<file path="config.mk">
export PLATFORM = sky130hd
export DESIGN_NAME = flash_protect_erase_ctrl
export DESIGN_NICKNAME = d
export VERILOG_FILES = /design/src/logic/flash_pkg.sv /design/src/logic/flash_protect_erase_ctrl.sv /design/src/logic/flash_sector_check.sv /design/src/logic/flash_array_mux.sv
export VERILOG_INCLUDE_DIRS = /design/src /design/src/logic
export SDC_FILE = /design/constraint.sdc
export NUM_CORES = 1
export LEC_CHECK = 0
export BUFFER_PORTS_ARGS = -buffer_cell sky130_fd_sc_hd__buf_2
export CAP_MARGIN = 40
export CORE_MARGIN = 4
export CORE_UTILIZATION = 50
export CTS_CLUSTER_SIZE = 30
export DETAILED_ROUTE_END_ITERATION = 16
export PLACE_DENSITY_LB_ADDON = 0.3
export SYNTH_ARGS = -nofsm -noshare
export SYNTH_HDL_FRONTEND = slang
export SYNTH_HIERARCHICAL = 1
export SYNTH_SLANG_ARGS = --single-unit
</file>
<file path="constraint.sdc">
create_clock -name clk_sys -period 2.5 [get_ports clk_sys]
set_clock_uncertainty 0.2 [all_clocks]
set_input_delay 0 -clock clk_sys [delete_from_list [all_inputs] [get_ports clk_sys]]
set_output_delay 0 -clock clk_sys [all_outputs]
set_load 0.01 [all_outputs]
</file>
<file path="src/logic/flash_ctrl_map.svh">
// register offsets, command codes, field positions and erase timing
`ifndef FLASH_CTRL_MAP_SVH
`define FLASH_CTRL_MAP_SVH

// ==========================================
// register offsets
`define REG_CTRL_ADDR     2'h0
`define REG_PAGE_ADDR     2'h1
`define REG_STATUS_ADDR   2'h2

// ==========================================
// control register command codes
`define CMD_KEY1          8'h73
`define CMD_KEY2          8'h8C
`define CMD_PAGE_ERASE    8'h95
`define CMD_MASS_ERASE    8'h63
`define CMD_SECT_SELECT   8'h5E

// ==========================================
// reset values and erased byte
`define PAGE_SEL_RST      8'h00
`define SECT_PROT_RST     8'h00
`define ERASED_BYTE       8'hFF

// ==========================================
// status register fields
`define STAT_BUSY_BIT     7
`define STAT_SECT_BIT     4
`define STAT_STATE_LSB    0

// ==========================================
// array geometry
`define FLASH_BYTES_DEF   8192
`define PAGE_BYTES_DEF    512
`define PAGE_SHIFT        9
`define MAX_SECTORS       8

// ==========================================
// erase timing
`define SYS_CLK_NS        40
`define PAGE_ERASE_NS     10000
`define MASS_ERASE_NS     200000
`define PAGE_ERASE_CYC    ((`PAGE_ERASE_NS + `SYS_CLK_NS - 1) / `SYS_CLK_NS)
`define MASS_ERASE_CYC    ((`MASS_ERASE_NS + `SYS_CLK_NS - 1) / `SYS_CLK_NS)

`endif

</file>
<file path="src/logic/flash_pkg.sv">
// types shared by the flash lock and erase controller
package flash_pkg;

  typedef enum logic [2:0] {
    ST_LOCKED,
    ST_GOT_KEY1,
    ST_GOT_KEY2,
    ST_ACTIVE,
    ST_PAGE_ERASE,
    ST_MASS_ERASE
  } state_t;

  typedef struct packed {
    state_t      st;
    logic [7:0]  first_page;
    logic [7:0]  page_sel;
    logic [7:0]  sect_prot;
    logic        sect_mode;
    logic [15:0] cnt;
    logic [7:0]  rdata;
    logic        stall;
    logic        prog;
    logic        perase;
    logic        merase;
    logic [15:0] addr;
    logic [7:0]  data;
  } ctrl_state_t;

  typedef struct packed {
    logic        prog;
    logic        perase;
    logic        merase;
    logic [15:0] addr;
    logic [7:0]  data;
  } arr_port_t;

endpackage : flash_pkg

</file>
<file path="src/logic/flash_protect_erase_ctrl.sv">
// flash lock, sector protection, program and erase sequencing
`timescale 1ns/1ps
`include "flash_ctrl_map.svh"
module flash_protect_erase_ctrl
  import flash_pkg::*;
#(
  parameter int FLASH_BYTES    = `FLASH_BYTES_DEF,
  parameter int PAGE_BYTES     = `PAGE_BYTES_DEF,
  parameter int PAGE_ERASE_CYC = `PAGE_ERASE_CYC,
  parameter int MASS_ERASE_CYC = `MASS_ERASE_CYC
) (
  input  wire logic        clk_sys,
  input  wire logic        srst,
  // register port
  input  wire logic [1:0]  reg_addr,
  input  wire logic [7:0]  reg_wdata,
  input  wire logic        reg_wr,
  input  wire logic        reg_rd,
  input  wire logic        dbg_access,
  output logic [7:0]       reg_rdata,
  // option bit and core
  input  wire logic        write_protect_option_bit,
  output logic             cpu_stall,
  // program-memory byte writes from the core
  input  wire logic        mem_wr,
  input  wire logic [15:0] mem_addr,
  input  wire logic [7:0]  mem_wdata,
  // bypass pins
  input  wire logic        bypass_en,
  input  wire logic        ext_prog,
  input  wire logic        ext_perase,
  input  wire logic [15:0] ext_addr,
  input  wire logic [7:0]  ext_data,
  // array control
  output logic             arr_prog,
  output logic             arr_perase,
  output logic             arr_merase,
  output logic [15:0]      arr_addr,
  output logic [7:0]       arr_data
);

  // ==========================================
  // state register
  ctrl_state_t q;
  ctrl_state_t next_q;

  logic wr_ctrl;
  logic wr_page;
  logic rd_ctrl;
  logic rd_page;
  logic rd_status;
  logic page_blocked;
  logic byte_blocked;
  logic page_match;
  logic busy;
  logic [7:0] status_byte;
  logic [7:0] byte_page;

  // ==========================================
  // address decode
  assign wr_ctrl   = reg_wr && (reg_addr == `REG_CTRL_ADDR);
  assign wr_page   = reg_wr && (reg_addr == `REG_PAGE_ADDR);
  assign rd_ctrl   = reg_rd && (reg_addr == `REG_CTRL_ADDR);
  assign rd_page   = reg_rd && (reg_addr == `REG_PAGE_ADDR);
  assign rd_status = reg_rd && (reg_addr == `REG_STATUS_ADDR);

  // ==========================================
  // protection lookups
  flash_sector_check #(
    .FLASH_BYTES (FLASH_BYTES),
    .PAGE_BYTES  (PAGE_BYTES)
  ) u_page_check (
    .page         (q.page_sel),
    .sect_prot    (q.sect_prot),
    .page_blocked (page_blocked)
  );

  assign byte_page = 8'(mem_addr >> `PAGE_SHIFT);

  flash_sector_check #(
    .FLASH_BYTES (FLASH_BYTES),
    .PAGE_BYTES  (PAGE_BYTES)
  ) u_byte_check (
    .page         (byte_page),
    .sect_prot    (q.sect_prot),
    .page_blocked (byte_blocked)
  );

  assign page_match = (byte_page == q.page_sel);

  // ==========================================
  // status view
  assign busy = (q.st == ST_PAGE_ERASE) || (q.st == ST_MASS_ERASE);

  always_comb begin
    status_byte = 8'h00;
    status_byte[`STAT_BUSY_BIT] = busy;
    status_byte[`STAT_SECT_BIT] = q.sect_mode;
    status_byte[`STAT_STATE_LSB +: 3] = q.st;
  end

  // ==========================================
  // next state
  always_comb begin
    next_q        = q;
    next_q.prog   = 1'b0;
    next_q.rdata  = 8'h00;

    // read data stands for one cycle only
    if (rd_status) begin
      next_q.rdata = status_byte;
    end else if (rd_page) begin
      if (q.sect_mode) begin
        next_q.rdata = q.sect_prot;
      end else begin
        next_q.rdata = q.page_sel;
      end
    end else if (rd_ctrl) begin
      next_q.rdata = status_byte;
    end

    case (q.st)
      ST_PAGE_ERASE,
      ST_MASS_ERASE: begin
        // register writes ignored while erasing
        if (q.cnt == 16'h0000) begin
          next_q.st     = ST_LOCKED;
          next_q.stall  = 1'b0;
          next_q.perase = 1'b0;
          next_q.merase = 1'b0;
        end else begin
          next_q.cnt = q.cnt - 16'h0001;
        end
      end

      default: begin
        // ----- shared page / sector register
        if (wr_page) begin
          if (q.sect_mode) begin
            // bits only accumulate; clearing needs a reset
            next_q.sect_prot = q.sect_prot | reg_wdata;
          end else begin
            next_q.page_sel = reg_wdata;
            case (q.st)
              ST_LOCKED: begin
                next_q.first_page = reg_wdata;
              end
              ST_GOT_KEY2: begin
                if (reg_wdata == q.first_page) begin
                  next_q.st = ST_ACTIVE;
                end else begin
                  next_q.st = ST_LOCKED;
                end
              end
              default: begin
                next_q.st = ST_LOCKED;
              end
            endcase
          end
        end

        // ----- control register
        if (wr_ctrl) begin
          if (reg_wdata == `CMD_SECT_SELECT) begin
            next_q.sect_mode = 1'b1;
            if (q.st != ST_ACTIVE) begin
              next_q.st = ST_LOCKED;
            end
          end else begin
            next_q.sect_mode = 1'b0;
            case (q.st)
              ST_LOCKED: begin
                if (reg_wdata == `CMD_KEY1) begin
                  next_q.st = ST_GOT_KEY1;
                end
              end
              ST_GOT_KEY1: begin
                if (reg_wdata == `CMD_KEY2) begin
                  next_q.st = ST_GOT_KEY2;
                end else begin
                  next_q.st = ST_LOCKED;
                end
              end
              ST_ACTIVE: begin
                if (reg_wdata == `CMD_PAGE_ERASE
                    && write_protect_option_bit
                    && !dbg_access_blocks_page()
                    && !page_blocked) begin
                  next_q.st     = ST_PAGE_ERASE;
                  next_q.cnt    = 16'(PAGE_ERASE_CYC - 1);
                  next_q.stall  = 1'b1;
                  next_q.perase = 1'b1;
                  next_q.addr   = 16'({q.page_sel, {`PAGE_SHIFT{1'b0}}});
                  next_q.data   = `ERASED_BYTE;
                end else if (reg_wdata == `CMD_MASS_ERASE && dbg_access) begin
                  next_q.st     = ST_MASS_ERASE;
                  next_q.cnt    = 16'(MASS_ERASE_CYC - 1);
                  next_q.stall  = 1'b1;
                  next_q.merase = 1'b1;
                  next_q.addr   = 16'h0000;
                  next_q.data   = `ERASED_BYTE;
                end else begin
                  next_q.st = ST_LOCKED;
                end
              end
              default: begin
                next_q.st = ST_LOCKED;
              end
            endcase
          end
        end

        // ----- byte programming inside the active page
        if (q.st == ST_ACTIVE && mem_wr && !reg_wr && page_match
            && write_protect_option_bit && !byte_blocked) begin
          next_q.prog = 1'b1;
          next_q.addr = mem_addr;
          next_q.data = mem_wdata;
        end
      end
    endcase
  end

  // page erase has no debug restriction; kept as a hook for clarity
  function automatic logic dbg_access_blocks_page();
    dbg_access_blocks_page = 1'b0;
  endfunction : dbg_access_blocks_page

  // ==========================================
  // registers
  always_ff @(posedge clk_sys) begin
    if (srst) begin
      q            <= '0;
      q.st         <= ST_LOCKED;
      q.page_sel   <= `PAGE_SEL_RST;
      q.sect_prot  <= `SECT_PROT_RST;
    end else begin
      q <= next_q;
    end
  end

  // ==========================================
  // array control, optionally handed to the pins
  flash_array_mux u_mux (
    .clk_sys    (clk_sys),
    .srst       (srst),
    .bypass_en  (bypass_en),
    .int_prog   (q.prog),
    .int_perase (q.perase),
    .int_merase (q.merase),
    .int_addr   (q.addr),
    .int_data   (q.data),
    .ext_prog   (ext_prog),
    .ext_perase (ext_perase),
    .ext_addr   (ext_addr),
    .ext_data   (ext_data),
    .arr_prog   (arr_prog),
    .arr_perase (arr_perase),
    .arr_merase (arr_merase),
    .arr_addr   (arr_addr),
    .arr_data   (arr_data)
  );

  assign reg_rdata = q.rdata;
  assign cpu_stall = q.stall;

endmodule : flash_protect_erase_ctrl

</file>
<file path="src/logic/flash_sector_check.sv">
// sector lookup: tells whether a page lies in a protected sector
`timescale 1ns/1ps
`include "flash_ctrl_map.svh"
module flash_sector_check
  import flash_pkg::*;
#(
  parameter int FLASH_BYTES = `FLASH_BYTES_DEF,
  parameter int PAGE_BYTES  = `PAGE_BYTES_DEF
) (
  input  wire logic [7:0] page,
  input  wire logic [7:0] sect_prot,
  output logic            page_blocked
);
  // small arrays: sector never smaller than a page
  localparam int SECT_BYTES = (FLASH_BYTES / `MAX_SECTORS < PAGE_BYTES) ?
                              PAGE_BYTES : FLASH_BYTES / `MAX_SECTORS;
  localparam int PAGES_PER_SECT = SECT_BYTES / PAGE_BYTES;
  localparam int NUM_PAGES      = FLASH_BYTES / PAGE_BYTES;

  logic [`MAX_SECTORS-1:0] hit;

  // ==========================================
  // per-sector match
  for (genvar i = 0; i < `MAX_SECTORS; i++) begin : g_sect
    assign hit[i] = sect_prot[i] && (int'(page) / PAGES_PER_SECT == i);
  end

  // pages past the array count as blocked
  assign page_blocked = (|hit) || (int'(page) >= NUM_PAGES);
endmodule : flash_sector_check

</file>
<file path="src/logic/flash_array_mux.sv">
// registered selection of array control between controller and pins
`timescale 1ns/1ps
`include "flash_ctrl_map.svh"
module flash_array_mux
  import flash_pkg::*;
(
  input  wire logic        clk_sys,
  input  wire logic        srst,
  input  wire logic        bypass_en,
  input  wire logic        int_prog,
  input  wire logic        int_perase,
  input  wire logic        int_merase,
  input  wire logic [15:0] int_addr,
  input  wire logic [7:0]  int_data,
  input  wire logic        ext_prog,
  input  wire logic        ext_perase,
  input  wire logic [15:0] ext_addr,
  input  wire logic [7:0]  ext_data,
  output logic             arr_prog,
  output logic             arr_perase,
  output logic             arr_merase,
  output logic [15:0]      arr_addr,
  output logic [7:0]       arr_data
);
  arr_port_t q;
  arr_port_t next_q;

  // ==========================================
  // pin programmer wins while bypassed
  always_comb begin
    if (bypass_en) begin
      next_q = '{ext_prog, ext_perase, 1'b0, ext_addr, ext_data};
    end else begin
      next_q = '{int_prog, int_perase, int_merase, int_addr, int_data};
    end
  end

  always_ff @(posedge clk_sys) begin
    if (srst) begin
      q <= '0;
    end else begin
      q <= next_q;
    end
  end

  assign arr_prog   = q.prog;
  assign arr_perase = q.perase;
  assign arr_merase = q.merase;
  assign arr_addr   = q.addr;
  assign arr_data   = q.data;
endmodule : flash_array_mux

</file>
==> impl_results.md <==
* Status: complete, but fails checks
* Failing checks: negative setup slack
* Crit path max fanout at 5
* Synth warnings at 6
* Worst-Margin Slew at roughly 0.80 ns
* Main synth FF type: dfxtp_1
* Largest net degree at the start of global routing at 55
* Final Cycle Share at 100.4%
* Critical Path End Type: flop
* Peak supply drop at roughly 0.27 mV
* Gpl congestion at roughly 0.91
* Initial Utilization at roughly 52%
* Worst Path Arrival at 2.58 ns
* Slew Limit Fails at 0
* Initial DRC Count at about 330
* WL final at 15,550 um
* CTS Root Cell: clkbuf_8
* I/O pins at about 100
* Critical path's largest stage delay at 0.60 ns
* Clock power frac at a little over a third
* RSZ-0062 raised after global routing: true
* Worst EP required at approximately 2.6 ns
* Asr flop ratio synth at 0%
* Critical Path Source Type: flop
* Crit-path leading delay family: simple AND/OR/NAND/NOR gates
* I/O Buffers at 103
* Synthesized net count at 650
* Worst R2R End: q[19]$_SDFFE_PP0P_
* Vias in the first global route at approximately 5,200
* Vias/cell at about 5.7
* Die Y at between 100 and 150 um
* Syn Inst Count at between 500 and 600
* Post-CTS Setup Bufs at 0
* FF-to-FF Start: q[54]$_SDFFE_PP0P_
* Pre-Repair DR Iteration Count at 5
* DP HPWL at between 9000 and 10,000 um
* Seq/Total Area, Yosys at a little over two fifths
* Worst Path Buf+Inv at 1
* CTS tree: done
* Ant. Diodes at 0
* Initial antenna violation count at 0
* # setup viols final at 3
* Most used cell, CP: or4_4
* Reg2Reg Depth at 8
* Critical Path, Cell by Cell: mux2i_1 -> mux4_2 -> nand2_1 -> or4_4 -> or4_4 -> clkbuf_16 -> o21ai_2 -> a31oi_1
* DRC Markers at 0
* Die Footprint at between 10,000 and 15,000 um2
* Post-synth EDFFs at 0
* WP depth at 8
* Hold Fails Final Rpt at 0
* GRT Overall Usage at 26.49%
* Max-Cap Viols at 0
* P_int at 2423 uW
* Clk slew on worst S/H paths at around 0.12 ns
* Switch share at a little over a quarter
* Worst setup margin at -0.01055 ns
* CP max-delay cell: or4_4
* Grt total ovfl at 0
* Reg area at between 2000 and 2500 um2
* Syn_area_per_cell at just under 9 um2
* First-pass GRT wire length at about 25,000 um
* Die Width at between 100 and 150 um
* Post-DRT Antenna Nets at 0
* Multi-input gate area at ~2700 um2
* HP Class: primary input to flop
* R2R setup slack at -0.01 ns
* Row Count at 36
* Clk_lat worst skew at around 0.4 ns
* Final nets at between 800 and 900
* Slew headroom at between 40% and 50%
* Yosys reg bits at 107
* Sequential Power Share at between 50 and 60%
* Net Sw Power at 884.1 uW
* PD cells at 478.7 nW/um2
* Via count at approximately 5,200
* Post-route minimum period at about 2.5 ns
* Total core area at 9819 um2
* CTS Sinks at approximately 110
* Setup_tns at -0.01791 ns
* Hold_ws at about 0.032 ns
* Share of layout cells above drive strength 1 at about 27%
* CTS buffer count at 9
* CP endpoint: q[19]$_SDFFE_PP0P_
* Yosys cell types at 65
* Combinational Power Share at a little under an eighth
* Area Growth Syn to Fin at 36.12%
* Post-Syn Area at approximately 5000 um2
* WL per Instance at 17.26 um
* Achievable Freq at roughly 400 MHz
* H-tree depth at 3
* Clk buf depth at 2
* Setup crit start: q[54]$_SDFFE_PP0P_
* Static Leak at 0.002841 uW
* CP Class: flop to flop
* Layout fillers at slightly above 700
-- synth_stat cells (3+ instances only) --
| cell | instances | area [um2] |
|---|---|---|
| dfxtp_1 | 107 | 2142 |
| nor2_1 | 70 | 262.8 |
| mux2i_1 | 54 | 540.5 |
| nand2_1 | 48 | 180.2 |
| a21oi_1 | 40 | 200.2 |
| nand3_1 | 35 | 175.2 |
| clkbuf_1 | 29 | 108.9 |
| nor3_1 | 24 | 120.1 |
| o21ai_0 | 20 | 100.1 |
| xnor2_1 | 15 | 131.4 |
| buf_4 | 9 | 67.56 |
| a31oi_1 | 7 | 43.79 |
| nor4_1 | 7 | 43.79 |
| o21ai_1 | 7 | 35.03 |
| or3_1 | 7 | 43.79 |
| nor3b_1 | 6 | 45.04 |
| or4_1 | 6 | 45.04 |
| nand4_1 | 5 | 31.28 |
| a22oi_1 | 4 | 30.03 |
| buf_6 | 4 | 45.04 |
| inv_1 | 4 | 15.01 |
| nand2b_1 | 4 | 25.02 |
| nand4b_1 | 4 | 35.03 |
| o211ai_1 | 4 | 30.03 |
| or2_2 | 4 | 25.02 |
| buf_2 | 3 | 15.01 |
| nand3b_1 | 3 | 22.52 |
-- sequential cells by signal, indices dropped and copies added, names as in the netlist --
signal and count:
q 71, u_mux/arr_addr 16, reg_rdata 8, u_mux/arr_data 8, cpu_stall 1, u_mux/arr_merase 1, u_mux/arr_perase 1, u_mux/arr_prog 1
-- placed cells by master (no fill, tap or decap), types with 9 or more instances in the layout --
cell	count
clkbuf_8	9
mux2i_1	54
buf_2	103
nor2_1	70
xnor2_1	15
dfxtp_1	101
dlygate4sd3_1	73
nor3_1	22
nand2_1	47
a21oi_1	40
o21ai_2	11
nand3_1	35
buf_4	37
-- per-stage QoR --
| stage | setup WS (ns) | util, % | total power [uW] | cell area [um2] | std cells |
|---|---|---|---|---|---|
| floorplan | 0.007528 | - | 1951 | 5086 | 581 |
| CTS | -0.001452 | 69.20 | 3286 | 6795 | 900 |
| global placement | -0.08495 | 59.26 | 2058 | 5819 | 810 |
| global route | -0.07405 | 70.35 | 3406 | 6908 | 901 |
| finish | -0.01055 | 70.35 | 3307 | 6908 | 901 |
| detailed placement | -0.2045 | 59.26 | 2065 | 5819 | 810 |
-- cell type report --
class	instances	area share (%)
clock buffer	9	1.793
timing repair buffer	221	23.93
clock inverter	7	1.358
tap	133	2.409
inverter	5	0.2717
multi-input combinational	419	39.09
sequential	107	31.15
-- worst register-to-register path: stages, from the launching register on --
cell and delay [ns]:
dfxtp_2 0.35, mux2i_1 0.16, mux4_2 0.27, nand2_1 0.06
or4_4 0.44, or4_4 0.60, clkbuf_16 0.19, o21ai_2 0.10
a31oi_1 0.05
-- cells by family after synthesis --
family                   Yosys count  share of synthesized area (%)
AO/OA/AOI/OAI                    106                          13.36
XOR/XNOR                          15                          2.589
adder cells (fa/ha/maj)            1                         0.2465
buffers and inverters             55                          6.089
flip-flops                       107                          42.21
multiplexers                      56                          11.54
other                              1                        0.07389
AND/OR/NAND/NOR                  240                          23.89
-- what timing repair did --
action                     CTS  global route
setup endpoints to repair   30            33
gates cloned                 1             1
hold buffers                73             0
resized for setup            7            40
hold endpoints to repair    86             0
pin swaps                    1             3
-- layer usage --
| metal | vias to the layer above | GRT usage, % | wire length (um) |
|---|---|---|---|
| li1 | 2426 | - | - |
| met4 | 0 | 12.53 | 556 |
| met5 | - | 0 | 0 |
| met3 | 58 | 6.039 | 1080 |
| met1 | 2448 | 31.31 | 6203 |
| met2 | 235 | 45.45 | 7710 |
-- worst min path at each step --
stage	from	to	slack, ns	cells after the start
floorplan	mem_addr[2]	q[10]$_SDFFE_PP0P_	-0.06	2
CTS	write_protect_option_bit	q[26]$_SDFF_PP0_	0.02	5
detailed placement	ext_data[7]	u_mux/arr_data[7]$_SDFF_PP0_	0.04	3
global placement	ext_data[6]	u_mux/arr_data[6]$_SDFF_PP0_	0.03	3
finish	write_protect_option_bit	q[26]$_SDFF_PP0_	0.03	5
global route	write_protect_option_bit	q[26]$_SDFF_PP0_	0.05	5
-- power by group through the flow --
stage	registers, uW	logic (uW)	clock network, uW
6_report	1740	391	1170
5_1_grt	1750	418	1240
4_1_cts	1740	367	1180
3_5_place_dp	1780	283	0
3_3_place_gp	1780	277	0
2_1_floorplan	1790	159	0
Power figures use the tool's default switching activity.
